**src/verilog/dpmgc_pkg.sv**
```systemverilog
`default_nettype none
package dpmgc_pkg;
   // register indices, the byte address on the bus is four times the index
   localparam logic [11:0] IDX_STAT = 12'h000;
   localparam logic [11:0] IDX_CTRL = 12'h001;
   localparam logic [11:0] IDX_CMD  = 12'h821;
   localparam logic [11:0] IDX_SET  = 12'h824;
   localparam logic [11:0] IDX_REM  = 12'h825;
   localparam logic [11:0] IDX_OWN  = 12'h8D1;
   localparam logic [11:0] IDX_CUR  = 12'h8E0;
   localparam logic [11:0] IDX_MIN  = 12'h8E1;
   // command word fields
   localparam int CMD_UNFRZ   = 2;
   localparam int CMD_FRZ     = 3;
   localparam int CMD_UNSYNC  = 4;
   localparam int CMD_SYNC    = 5;
   localparam int CMD_GRP_LSB = 8;
   localparam logic [15:0] CMD_WMASK = 16'hFF3C;
   // status and control bit positions
   localparam int ST_STARTED = 0;
   localparam int ST_DIAG    = 1;
   localparam int ST_WIN     = 2;
   localparam int CTRL_REQ   = 0;
   // values after reset, and the highest own address
   localparam logic [15:0] CMD_RST  = 16'h0000;
   localparam logic [15:0] SET_RST  = 16'h0000;
   localparam logic [15:0] REM_RST  = 16'h0000;
   localparam logic [15:0] CUR_RST  = 16'h0000;
   localparam logic [15:0] MIN_RST  = 16'hFFFF;
   localparam logic [15:0] OWN_NONE = 16'hFFFF;
   localparam logic [6:0]  OWN_MAX  = 7'h7D;
   // timing: one suppression step is 1 s, one cycle-time unit is 1 ms
   localparam int CLK_HZ      = 250_000_000;
   localparam int SUP_STEP_S  = 1;
   localparam int CYC_UNIT_MS = 1;
   localparam int SEC_CYCLES  = SUP_STEP_S * CLK_HZ;
   localparam int MS_CYCLES   = CYC_UNIT_MS * (CLK_HZ / 1000);

   typedef enum logic [3:0] {
      R_NONE, R_STAT, R_CTRL, R_CMD, R_SET, R_REM, R_OWN, R_CUR, R_MIN
   } dpmgc_reg_t;

   // word address decode, anything outside the map is R_NONE
   function automatic dpmgc_reg_t dpmgc_decode(input logic [31:0] a);
      dpmgc_reg_t r;
      r = R_NONE;
      if (a[31:14] != 18'h00000 || a[1:0] != 2'h0) r = R_NONE;
      else if (a[13:2] == IDX_STAT) r = R_STAT;
      else if (a[13:2] == IDX_CTRL) r = R_CTRL;
      else if (a[13:2] == IDX_CMD)  r = R_CMD;
      else if (a[13:2] == IDX_SET)  r = R_SET;
      else if (a[13:2] == IDX_REM)  r = R_REM;
      else if (a[13:2] == IDX_OWN)  r = R_OWN;
      else if (a[13:2] == IDX_CUR)  r = R_CUR;
      else if (a[13:2] == IDX_MIN)  r = R_MIN;
      return r;
   endfunction : dpmgc_decode
endpackage : dpmgc_pkg
`default_nettype wire

```
**src/verilog/dpmgc_sup_if.sv**
```systemverilog
`default_nettype none
interface dpmgc_sup_if;
   logic        ce;        // clock enable
   logic        load;      // reload from setting
   logic        run;       // countdown allowed
   logic [15:0] setting;   // configured seconds
   logic [15:0] remaining; // seconds left
   logic        active;    // window still open
   modport timer (input ce, load, run, setting, output remaining, active);
   modport ctrl  (output ce, load, run, setting, input remaining, active);
endinterface : dpmgc_sup_if
`default_nettype wire

```
**src/verilog/dpmgc_sup_timer.sv**
```systemverilog
`default_nettype none
module dpmgc_sup_timer
   import dpmgc_pkg::*;
#(
   parameter int SEC_CYC = dpmgc_pkg::SEC_CYCLES // clocks per second
)(
   input wire logic      clk,   // module clock
   input wire logic      rst_n, // synchronised reset, active low
   dpmgc_sup_if.timer    sup    // control side
);
   logic [31:0] pre_q;
   logic [15:0] rem_q;
   logic        tick;

   assign tick = (pre_q == 32'(SEC_CYC - 1));

   // one-second prescaler, restarts on reload so the first step is a full second
   always_ff @(posedge clk or negedge rst_n)
      if (!rst_n)
         pre_q <= 32'h00000000;
      else if (sup.ce)
      begin
         if (sup.load || tick)
            pre_q <= 32'h00000000;
         else if (sup.run && rem_q != 16'h0000)
            pre_q <= pre_q + 32'h00000001;
      end

   // remaining seconds: load, step down, stick at zero, freeze when stopped
   always_ff @(posedge clk or negedge rst_n)
      if (!rst_n)
         rem_q <= REM_RST;
      else if (sup.ce)
      begin
         if (sup.load)
            rem_q <= sup.setting; // see RL17
         else if (sup.run && tick && rem_q != 16'h0000)
            rem_q <= rem_q - 16'h0001; // see RL11 see RL12 see RL13
      end

   assign sup.remaining = rem_q;
   assign sup.active    = (rem_q != 16'h0000);
endmodule : dpmgc_sup_timer
`default_nettype wire

```
**src/verilog/dpmgc_top.sv**
```systemverilog
// Contract
// RL1: host codes services b2-b5, groups b8-b15
// RL2: b2 unfreeze, b3 freeze, b4 unsync, b5 sync
// RL3: b8..b15 select groups one to eight
// RL4: no group bit set means all stations
// RL5: sync with unsync executes only unsync
// RL6: freeze with unfreeze executes only unfreeze
// RL7: bits 0,1,6,7 read zero; reset zero
// RL8: suppression setting, 0 to 65535 seconds
// RL9: window blocks flag, lamp, store, station bit
// RL10: setting writes ignored while request high
// RL11: remaining counts down by one per second
// RL12: remaining holds zero after time elapsed
// RL13: remaining frozen while request is low
// RL14: own address 0..7D, or FFFF unconfigured
// RL15: current cycle time in milliseconds
// RL16: minimum cycle time in milliseconds
// RL17: started rise after request loads remaining
//
// Implementation choice: the AHB-Lite interface to the registers.
`default_nettype none
module dpmgc_top
   import dpmgc_pkg::*;
#(
   parameter int SEC_CYC = dpmgc_pkg::SEC_CYCLES, // clocks per suppression second
   parameter int MS_CYC  = dpmgc_pkg::MS_CYCLES   // clocks per millisecond
)(
   input  wire logic        REF_CLK,         // 250 MHz clock
   input  wire logic        RST_N,           // async reset, active low
   input  wire logic        CE,              // clock enable, low freezes state
   input  wire logic        HSEL,            // ahb select
   input  wire logic [31:0] HADDR,           // ahb address
   input  wire logic [1:0]  HTRANS,          // ahb transfer type
   input  wire logic        HWRITE,          // ahb write
   input  wire logic [2:0]  HSIZE,           // ahb size, words only
   input  wire logic [31:0] HWDATA,          // ahb write data
   input  wire logic        HREADY,          // ahb bus ready
   output logic      [31:0] HRDATA,          // ahb read data
   output logic             HREADYOUT,       // ahb slave ready
   output logic             HRESP,           // ahb response, always okay
   input  wire logic        EXCH_STARTED,    // exchange started flag from link
   input  wire logic        DIAG_EVT,        // slave diagnostic arrived
   input  wire logic [6:0]  DIAG_STN,        // station of that diagnostic
   input  wire logic        OWN_ADDR_VALID,  // address parameter present
   input  wire logic [6:0]  OWN_ADDR,        // configured station address
   input  wire logic        CYCLE_END,       // bus cycle finished
   output logic             EXCH_START_REQ,  // exchange start request to link
   output logic             GC_REQ,          // global control issue pulse
   output logic             GC_UNFREEZE,     // service unfreeze
   output logic             GC_FREEZE,       // service freeze
   output logic             GC_UNSYNC,       // service unsync
   output logic             GC_SYNC,         // service sync
   output logic      [7:0]  GC_GROUPS,       // group 1..8 select
   output logic             GC_ALL,          // broadcast to every station
   output logic             DIAG_DETECTED,   // diagnostic detected flag
   output logic             BUS_FAULT_LAMP,  // bus fault lamp
   output logic             DIAG_STORE,      // store error data pulse
   output logic      [6:0]  DIAG_STORE_STN   // station to store and mark
);
   import dpmgc_pkg::*;

   logic        rst_s1_q;
   logic        rst_n;
   dpmgc_reg_t  sel_q;
   logic        wr_pend_q;
   logic        rd_pend_q;
   logic        hready_q;
   logic [31:0] hrdata_q;
   logic [31:0] rd_d;
   logic [15:0] cmd_q;
   logic [15:0] wcmd;
   logic [15:0] set_q;
   logic        req_q;
   logic        started_q;
   logic        armed_q;
   logic        diag_q;
   logic        store_q;
   logic [6:0]  store_stn_q;
   logic        lamp_q;
   logic [15:0] own_q;
   logic [31:0] ms_pre_q;
   logic [15:0] ms_cnt_q;
   logic [15:0] cur_q;
   logic [15:0] min_q;
   logic        gc_req_q;
   logic [3:0]  gc_svc_q;
   logic [7:0]  gc_grp_q;
   logic        gc_all_q;
   logic        wr_cmd;
   logic        wr_set;
   logic        wr_ctrl;
   logic        wr_stat;
   logic        addr_ok;
   logic        ms_tick;
   logic        suppress;
   logic        diag_pass;
   logic [15:0] ms_now;

   dpmgc_sup_if sup ();

   // reset released through two flops; assertion stays asynchronous
   always_ff @(posedge REF_CLK or negedge RST_N)
      if (!RST_N)
      begin
         rst_s1_q <= 1'b0;
         rst_n    <= 1'b0;
      end
      else
      begin
         rst_s1_q <= 1'b1;
         rst_n    <= rst_s1_q;
      end

   // ahb address phase: writes take no wait, reads add one so data is current
   assign addr_ok = HSEL && HTRANS[1] && HREADY;
   always_ff @(posedge REF_CLK or negedge rst_n)
      if (!rst_n)
      begin
         sel_q     <= R_NONE;
         wr_pend_q <= 1'b0;
         rd_pend_q <= 1'b0;
         hready_q  <= 1'b1;
      end
      else if (CE)
      begin
         wr_pend_q <= addr_ok && HWRITE;
         rd_pend_q <= addr_ok && !HWRITE;
         hready_q  <= !(addr_ok && !HWRITE);
         if (addr_ok)
            sel_q <= dpmgc_decode(HADDR);
      end

   // read mux, unmapped words read as zero
   always_comb
   begin
      rd_d = 32'h00000000;
      case (sel_q)
         R_STAT: rd_d = {29'h0, sup.active, diag_q, started_q};
         R_CTRL: rd_d = {31'h0, req_q};
         R_CMD:  rd_d = {16'h0, cmd_q};
         R_SET:  rd_d = {16'h0, set_q};
         R_REM:  rd_d = {16'h0, sup.remaining};
         R_OWN:  rd_d = {16'h0, own_q};
         R_CUR:  rd_d = {16'h0, cur_q};
         R_MIN:  rd_d = {16'h0, min_q};
         default: rd_d = 32'h00000000;
      endcase
   end

   // read data captured in the wait cycle and held until the next read
   always_ff @(posedge REF_CLK or negedge rst_n)
      if (!rst_n)
         hrdata_q <= 32'h00000000;
      else if (CE && rd_pend_q)
         hrdata_q <= rd_d;

   assign HRDATA    = hrdata_q;
   assign HREADYOUT = hready_q;
   assign HRESP     = 1'b0 & hready_q;

   // write strobes in the data phase
   assign wr_cmd  = CE && wr_pend_q && sel_q == R_CMD;
   assign wr_set  = CE && wr_pend_q && sel_q == R_SET && !req_q; // see RL10
   assign wr_ctrl = CE && wr_pend_q && sel_q == R_CTRL;
   assign wr_stat = CE && wr_pend_q && sel_q == R_STAT;
   assign wcmd    = HWDATA[15:0] & CMD_WMASK; // see RL7

   // command word, unused bits never stored
   always_ff @(posedge REF_CLK or negedge rst_n)
      if (!rst_n)
         cmd_q <= CMD_RST; // see RL7
      else if (wr_cmd)
         cmd_q <= wcmd;

   // each command write issues one request pulse; the losing half of a pair is dropped
   always_ff @(posedge REF_CLK or negedge rst_n)
      if (!rst_n)
      begin
         gc_req_q <= 1'b0;
         gc_svc_q <= 4'h0;
         gc_grp_q <= 8'h00;
         gc_all_q <= 1'b0;
      end
      else if (CE)
      begin
         gc_req_q <= wr_cmd;
         if (wr_cmd)
         begin
            gc_svc_q[0] <= wcmd[CMD_UNFRZ]; // see RL2
            gc_svc_q[1] <= wcmd[CMD_FRZ] && !wcmd[CMD_UNFRZ]; // see RL6
            gc_svc_q[2] <= wcmd[CMD_UNSYNC]; // see RL2
            gc_svc_q[3] <= wcmd[CMD_SYNC] && !wcmd[CMD_UNSYNC]; // see RL5
            gc_grp_q    <= wcmd[CMD_GRP_LSB +: 8]; // see RL3
            gc_all_q    <= (wcmd[CMD_GRP_LSB +: 8] == 8'h00); // see RL4
         end
      end

   assign GC_REQ      = gc_req_q;
   assign GC_UNFREEZE = gc_svc_q[0];
   assign GC_FREEZE   = gc_svc_q[1];
   assign GC_UNSYNC   = gc_svc_q[2];
   assign GC_SYNC     = gc_svc_q[3];
   assign GC_GROUPS   = gc_grp_q;
   assign GC_ALL      = gc_all_q;

   // suppression setting, whole 16-bit range of seconds
   always_ff @(posedge REF_CLK or negedge rst_n)
      if (!rst_n)
         set_q <= SET_RST;
      else if (wr_set)
         set_q <= HWDATA[15:0]; // see RL8

   // exchange start request from software, started flag sampled from the link
   always_ff @(posedge REF_CLK or negedge rst_n)
      if (!rst_n)
      begin
         req_q     <= 1'b0;
         started_q <= 1'b0;
      end
      else if (CE)
      begin
         started_q <= EXCH_STARTED;
         if (wr_ctrl)
            req_q <= HWDATA[CTRL_REQ];
      end

   assign EXCH_START_REQ = req_q;

   // armed by a fresh request so only the first started edge reloads the window
   always_ff @(posedge REF_CLK or negedge rst_n)
      if (!rst_n)
         armed_q <= 1'b0;
      else if (CE)
      begin
         if (wr_ctrl && HWDATA[CTRL_REQ] && !req_q)
            armed_q <= 1'b1;
         else if (sup.load || !req_q)
            armed_q <= 1'b0;
      end

   assign sup.ce      = CE;
   assign sup.load    = armed_q && req_q && EXCH_STARTED && !started_q; // see RL17
   assign sup.run     = req_q && started_q; // see RL13
   assign sup.setting = set_q;

   dpmgc_sup_timer #(
      .SEC_CYC (SEC_CYC)
   ) u_sup (
      .clk   (REF_CLK),
      .rst_n (rst_n),
      .sup   (sup.timer)
   );

   // diagnostics are dropped while the window is open or about to open
   assign suppress  = sup.active || sup.load; // see RL9 see RL11
   assign diag_pass = CE && DIAG_EVT && !suppress;

   // detected flag is sticky, write one clears, a new event wins over the clear
   always_ff @(posedge REF_CLK or negedge rst_n)
      if (!rst_n)
         diag_q <= 1'b0;
      else if (diag_pass)
         diag_q <= 1'b1; // see RL9
      else if (wr_stat && HWDATA[ST_DIAG])
         diag_q <= 1'b0;

   // store strobe and station mark only for diagnostics that got through
   always_ff @(posedge REF_CLK or negedge rst_n)
      if (!rst_n)
      begin
         store_q     <= 1'b0;
         store_stn_q <= 7'h00;
         lamp_q      <= 1'b0;
      end
      else if (CE)
      begin
         store_q <= diag_pass; // see RL9
         if (diag_pass)
            store_stn_q <= DIAG_STN;
         lamp_q <= diag_pass || (diag_q && !(wr_stat && HWDATA[ST_DIAG]));
      end

   assign DIAG_DETECTED  = diag_q;
   assign BUS_FAULT_LAMP = lamp_q;
   assign DIAG_STORE     = store_q;
   assign DIAG_STORE_STN = store_stn_q;

   // own address, out-of-range values count as not configured
   always_ff @(posedge REF_CLK or negedge rst_n)
      if (!rst_n)
         own_q <= OWN_NONE;
      else if (CE)
      begin
         if (OWN_ADDR_VALID && OWN_ADDR <= OWN_MAX)
            own_q <= {9'h000, OWN_ADDR}; // see RL14
         else
            own_q <= OWN_NONE; // see RL14
      end

   // millisecond prescaler for the cycle-time measurement
   assign ms_tick = (ms_pre_q == 32'(MS_CYC - 1));
   always_ff @(posedge REF_CLK or negedge rst_n)
      if (!rst_n)
         ms_pre_q <= 32'h00000000;
      else if (CE)
      begin
         if (CYCLE_END || ms_tick)
            ms_pre_q <= 32'h00000000;
         else
            ms_pre_q <= ms_pre_q + 32'h00000001;
      end

   // elapsed whole milliseconds in the running cycle, saturating
   assign ms_now = (ms_tick && ms_cnt_q != 16'hFFFF) ? ms_cnt_q + 16'h0001 : ms_cnt_q;
   always_ff @(posedge REF_CLK or negedge rst_n)
      if (!rst_n)
         ms_cnt_q <= 16'h0000;
      else if (CE)
      begin
         if (CYCLE_END)
            ms_cnt_q <= 16'h0000;
         else
            ms_cnt_q <= ms_now;
      end

   // latest and shortest cycle; minimum starts at all ones meaning none seen
   always_ff @(posedge REF_CLK or negedge rst_n)
      if (!rst_n)
      begin
         cur_q <= CUR_RST;
         min_q <= MIN_RST;
      end
      else if (CE && CYCLE_END)
      begin
         cur_q <= ms_now; // see RL15
         if (ms_now < min_q)
            min_q <= ms_now; // see RL16
      end
endmodule : dpmgc_top
`default_nettype wire
```
**config.mk**
```make
export PLATFORM = sky130hd
export DESIGN_NAME = dpmgc_top
export DESIGN_NICKNAME = d
export VERILOG_FILES = /design/src/verilog/dpmgc_pkg.sv /design/src/verilog/dpmgc_sup_if.sv /design/src/verilog/dpmgc_sup_timer.sv /design/src/verilog/dpmgc_top.sv
export SDC_FILE = /design/constraint.sdc
export NUM_CORES = 1
export LEC_CHECK = 0
export ABC_CLOCK_PERIOD_IN_PS = 9000
export BUFFER_PORTS_ARGS = -buffer_cell sky130_fd_sc_hd__buf_2
export CORE_UTILIZATION = 50
export DETAILED_ROUTE_END_ITERATION = 7
export PLACE_DENSITY = 0.83
export SLEW_MARGIN = 20
export SYNTH_ARGS = -nofsm -noshare
export SYNTH_HDL_FRONTEND = slang
export SYNTH_SLANG_ARGS = --single-unit
```
**constraint.sdc**
```tcl
create_clock -name REF_CLK -period 9 [get_ports REF_CLK]
set_clock_uncertainty 0.15 [all_clocks]
set_input_delay 0.45 -clock REF_CLK [delete_from_list [all_inputs] [get_ports REF_CLK]]
set_output_delay 0.45 -clock REF_CLK [all_outputs]
set_load 0.01 [all_outputs]
```
==> metrics.md <==
| Metric | Value |
|---|---|
| CP most frequent cell | `ha_1` |
| H-tree lvl count | `1` |
| Critical Path Start | `ms_pre_q[0]` |
| Iter 0 DRT Violations | `between 1000 and 1500` |
| RePlAce Congestion | `around 0.94` |
| Worst Setup End Kind | `register` |
| Worst r2r path cells | `14` |
| Main flop type after synthesis | `dfrtp_1` |
| Core area | `between 0.02 and 0.025 mm^2` |
| Floorplan row count | `between 50 and 60` |
| Synth cell types | `slightly above 70` |
| Synth Warn # | `0` |
| RSZ-0062 raised after global routing | `no` |
| Leakage | `between 5 and 6 nW` |
| Worst reg2reg startpoint | `ms_pre_q[0]` |
| Final HPWL DP | `roughly 22000 um` |
| CP Depth | `14` |
| Worst-Margin Slew | `about 1.2 ns` |
| Async set or reset register ratio after synthesis | `100.0%` |
| R2R Setup Slk | `between 3 and 4 ns` |
| Final count of hold timing violations | `0` |
| CTS Sinks | `about 220` |
| Vias | `between 10000 and 15000` |
| I/O Pins | `152` |
| Max-slew headroom | `~18%` |
| Most common cell in the netlist | `dfrtp_1` |
| DR WL/cell | `about 19 um` |
| Post_cts resized | `0` |
| Synthesis-to-finish area growth | `13.43%` |
| Drt first pass iters | `7` |
| Sequential cell area fraction in the yosys report | `46.06%` |
| Synth area leaders | `dfrtp_1, dfstp_2, nand2_1` |
| Max-capacitance violation count | `0` |
| WP data arrival | `roughly 5.4 ns` |
| Total power | `about 0.0021 W` |
| Fmax achieved | `a little under 0.2 GHz` |
| # port buffers | `114` |
| Min cycle time layout | `5.075 ns` |
| Die area | `0.02422 mm^2` |
| Post-route design area | `between 0.01 and 0.015 mm^2` |
| Setup Total Neg Slack | `0 ns` |
| GRT Resource Usage Total | `a little over a quarter` |
| Fillers | `between 1500 and 2000` |
| Cell Pwr Density | `about 160 mW/mm^2` |
| Status | `complete, no violations` |
| DRC violations left | `0` |
| Initial Utilization | `approximately half` |
| CTS buffer count | `23` |
| CP Data Required Time | `9.28 ns` |
| Nets | `between 1000 and 1500` |
| Clock Tree Buf Depth | `3` |
| Tcrit/Tclk final | `56.39%` |
| Critical Path Fanout Max | `15` |
| Vias per cell | `6.086` |
| Pin count of the biggest net entering global routing | `between 150 and 200` |
| Cells after Synth | `~1300` |
| FF-to-FF End | `min_q[2]` |
| Worst Setup EP | `min_q[2]` |
| Post-CTS Setup Bufs | `0` |
| Clk_lat worst skew | `about 0.52 ns` |
| Root Buffer | `clkbuf_16` |
| Grt ovf | `0` |
| Fin. max-slew vios | `0` |
| Avg Inst Size Synth | `between 9 and 10 um^2` |
| Crit path largest cell delay | `0.64 ns` |
| DIE HEIGHT | `between 150 and 200 um` |
| EDFF count, synth | `0` |
| CP Cell Sequence | `ha_1 > nor4b_1 > nand4b_1 > nor2_1 > nand3_1 > a2bb2oi_1 > inv_1 > ha_1 > a21oi_1 > o21ai_0 > nor3b_1 > o211ai_1 > a31oi_4 > mux2_2` |
| Initial antenna violation count | `1` |
| Worst min-delay path class | `primary input to register` |
| PnR worst setup slack | `around 3.9 ns` |
| Via count of the first global-routing pass | `9925` |
| Drt total wl | `31620 um` |
| Commonest cells in the netlist | `dfrtp_1, nand2_1, nor2_1` |
| Largest area contributor in the netlist | `dfrtp_1` |
| Die Width | `~160 um` |
| Setup CP Type | `register to register` |
| VDD IR max | `about 0.13 mV` |
| Synth top area share | `40.50%` |
| Remaining antenna violation count | `0` |
| CP top delay family | `simple AND/OR/NAND/NOR gates` |
| First-pass GRT wire length | `a little over 50000 um` |
| Max stage delay cell, worst path | `nor2_1` |
| Synthesized cell area | `roughly 0.012 mm^2` |
| Number of setup violations in the final report | `0` |
| Share of layout cells above drive strength 1 | `19.15%` |
| Dpl ws | `roughly 3.8 ns` |
| Synth Register Bits | `approximately 220` |
| Placed cell area | `between 0.01 and 0.015 mm^2` |
| CTS tree | `done` |
| Clock Pin Slew Worst Setup and Hold Paths | `about 0.070 ns` |
| Worst path bufs/invs | `1` |
| Startpoint Class | `register` |
==> logic make-up (layout without fill, tap and decap cells) <==
logic type	after synthesis	in the layout	share of synthesized area, %
other cells	2	19	0.06363
buf+inv	141	225	5.290
fa+ha+maj	19	19	2.014
xor+xnor	57	57	4.230
mux	61	61	6.212
compound gates	263	263	14.70
flops	216	216	46.06
simple gates	509	509	21.42
==> worst min-delay path by stage <==
stage	startpoint	to	slack, ns	cells after the start
finish	DIAG_STN[5]	DIAG_STORE_STN[5]	0.02	2
CTS	DIAG_STN[5]	DIAG_STORE_STN[5]	0.0005	2
global route	DIAG_STN[5]	DIAG_STORE_STN[5]	0.01	2
floorplan	RST_N	rst_n	0.004	0
global placement	RST_N	rst_s1_q	0.09	1
detailed placement	RST_N	rst_s1_q	0.09	1
==> registers in the layout, summed over array words and instances (netlist names), 4 cells and up <==
signal	cells
ms_pre_q	32
u_sup.pre_q	32
HRDATA	16
cur_q	16
min_q	16
ms_cnt_q	16
set_q	16
u_sup.sup.remaining	16
cmd_q	12
GC_GROUPS	8
own_q	8
DIAG_STORE_STN	7
gc_svc_q	4
sel_q	4
==> layout make-up <==
type	count	area [um^2]	area share, %
clock inverter	15	171.4	1.280
multi-input combinational	927	5841	43.63
timing repair buffer	132	729.5	5.449
inverter	51	191.4	1.430
antenna	1	2.502	0.01869
tap	313	391.6	2.925
clock buffer	27	620.6	4.636
sequential	216	5440	40.64
==> through the flow <==
step / instances / hold slack, ns / utilization [%]
after floorplan: 1284 / 0.004409 / -
after global placement: 1636 / 0.08529 / 54.76
after detailed placement: 1636 / 0.08577 / 54.76
after CTS: 1680 / 0.0004925 / 58.30
after global routing: 1681 / 0.01055 / 58.41
final: 1682 / 0.01611 / 58.42
==> routing by layer <==
metal	GRT usage [%]	share of wire (%)
met5	0	0.054
met4	10.36	3.7
met3	4.806	7.7
met2	43.39	48
met1	34.53	41
==> timing repair <==
action,in CTS,in global routing
hold buffers,2,0
endpoints found under the hold margin,3,0
endpoints found under the setup margin,0,0
==> report_power, final <==
| group | total (W) | leakage [nW] | switching (W) | internal (W) |
|---|---|---|---|---|
| clock network | 0.000992 | 0.381 | 0.000409 | 0.000583 |
| logic | 0.000133 | 2.73 | 0.0000848 | 0.0000480 |
| registers | 0.00102 | 2.84 | 0.0000236 | 0.000998 |
==> placed cells by master, fill, tap and decap left out, drive strengths merged, types with 19 or more instances in the layout <==
cell and count:
xnor2 35, nor3 35, mux2 42, a31oi 21, dfrtp 191, nand4 43
dfstp 25, o31ai 22, xor2 22, a21oi 60, ha 19, nor4 26
inv 52, nand3 49, o21ai 66, nand2 141, nor2 122, clkbuf 28
buf 129
Power figures use the tool's default switching activity.
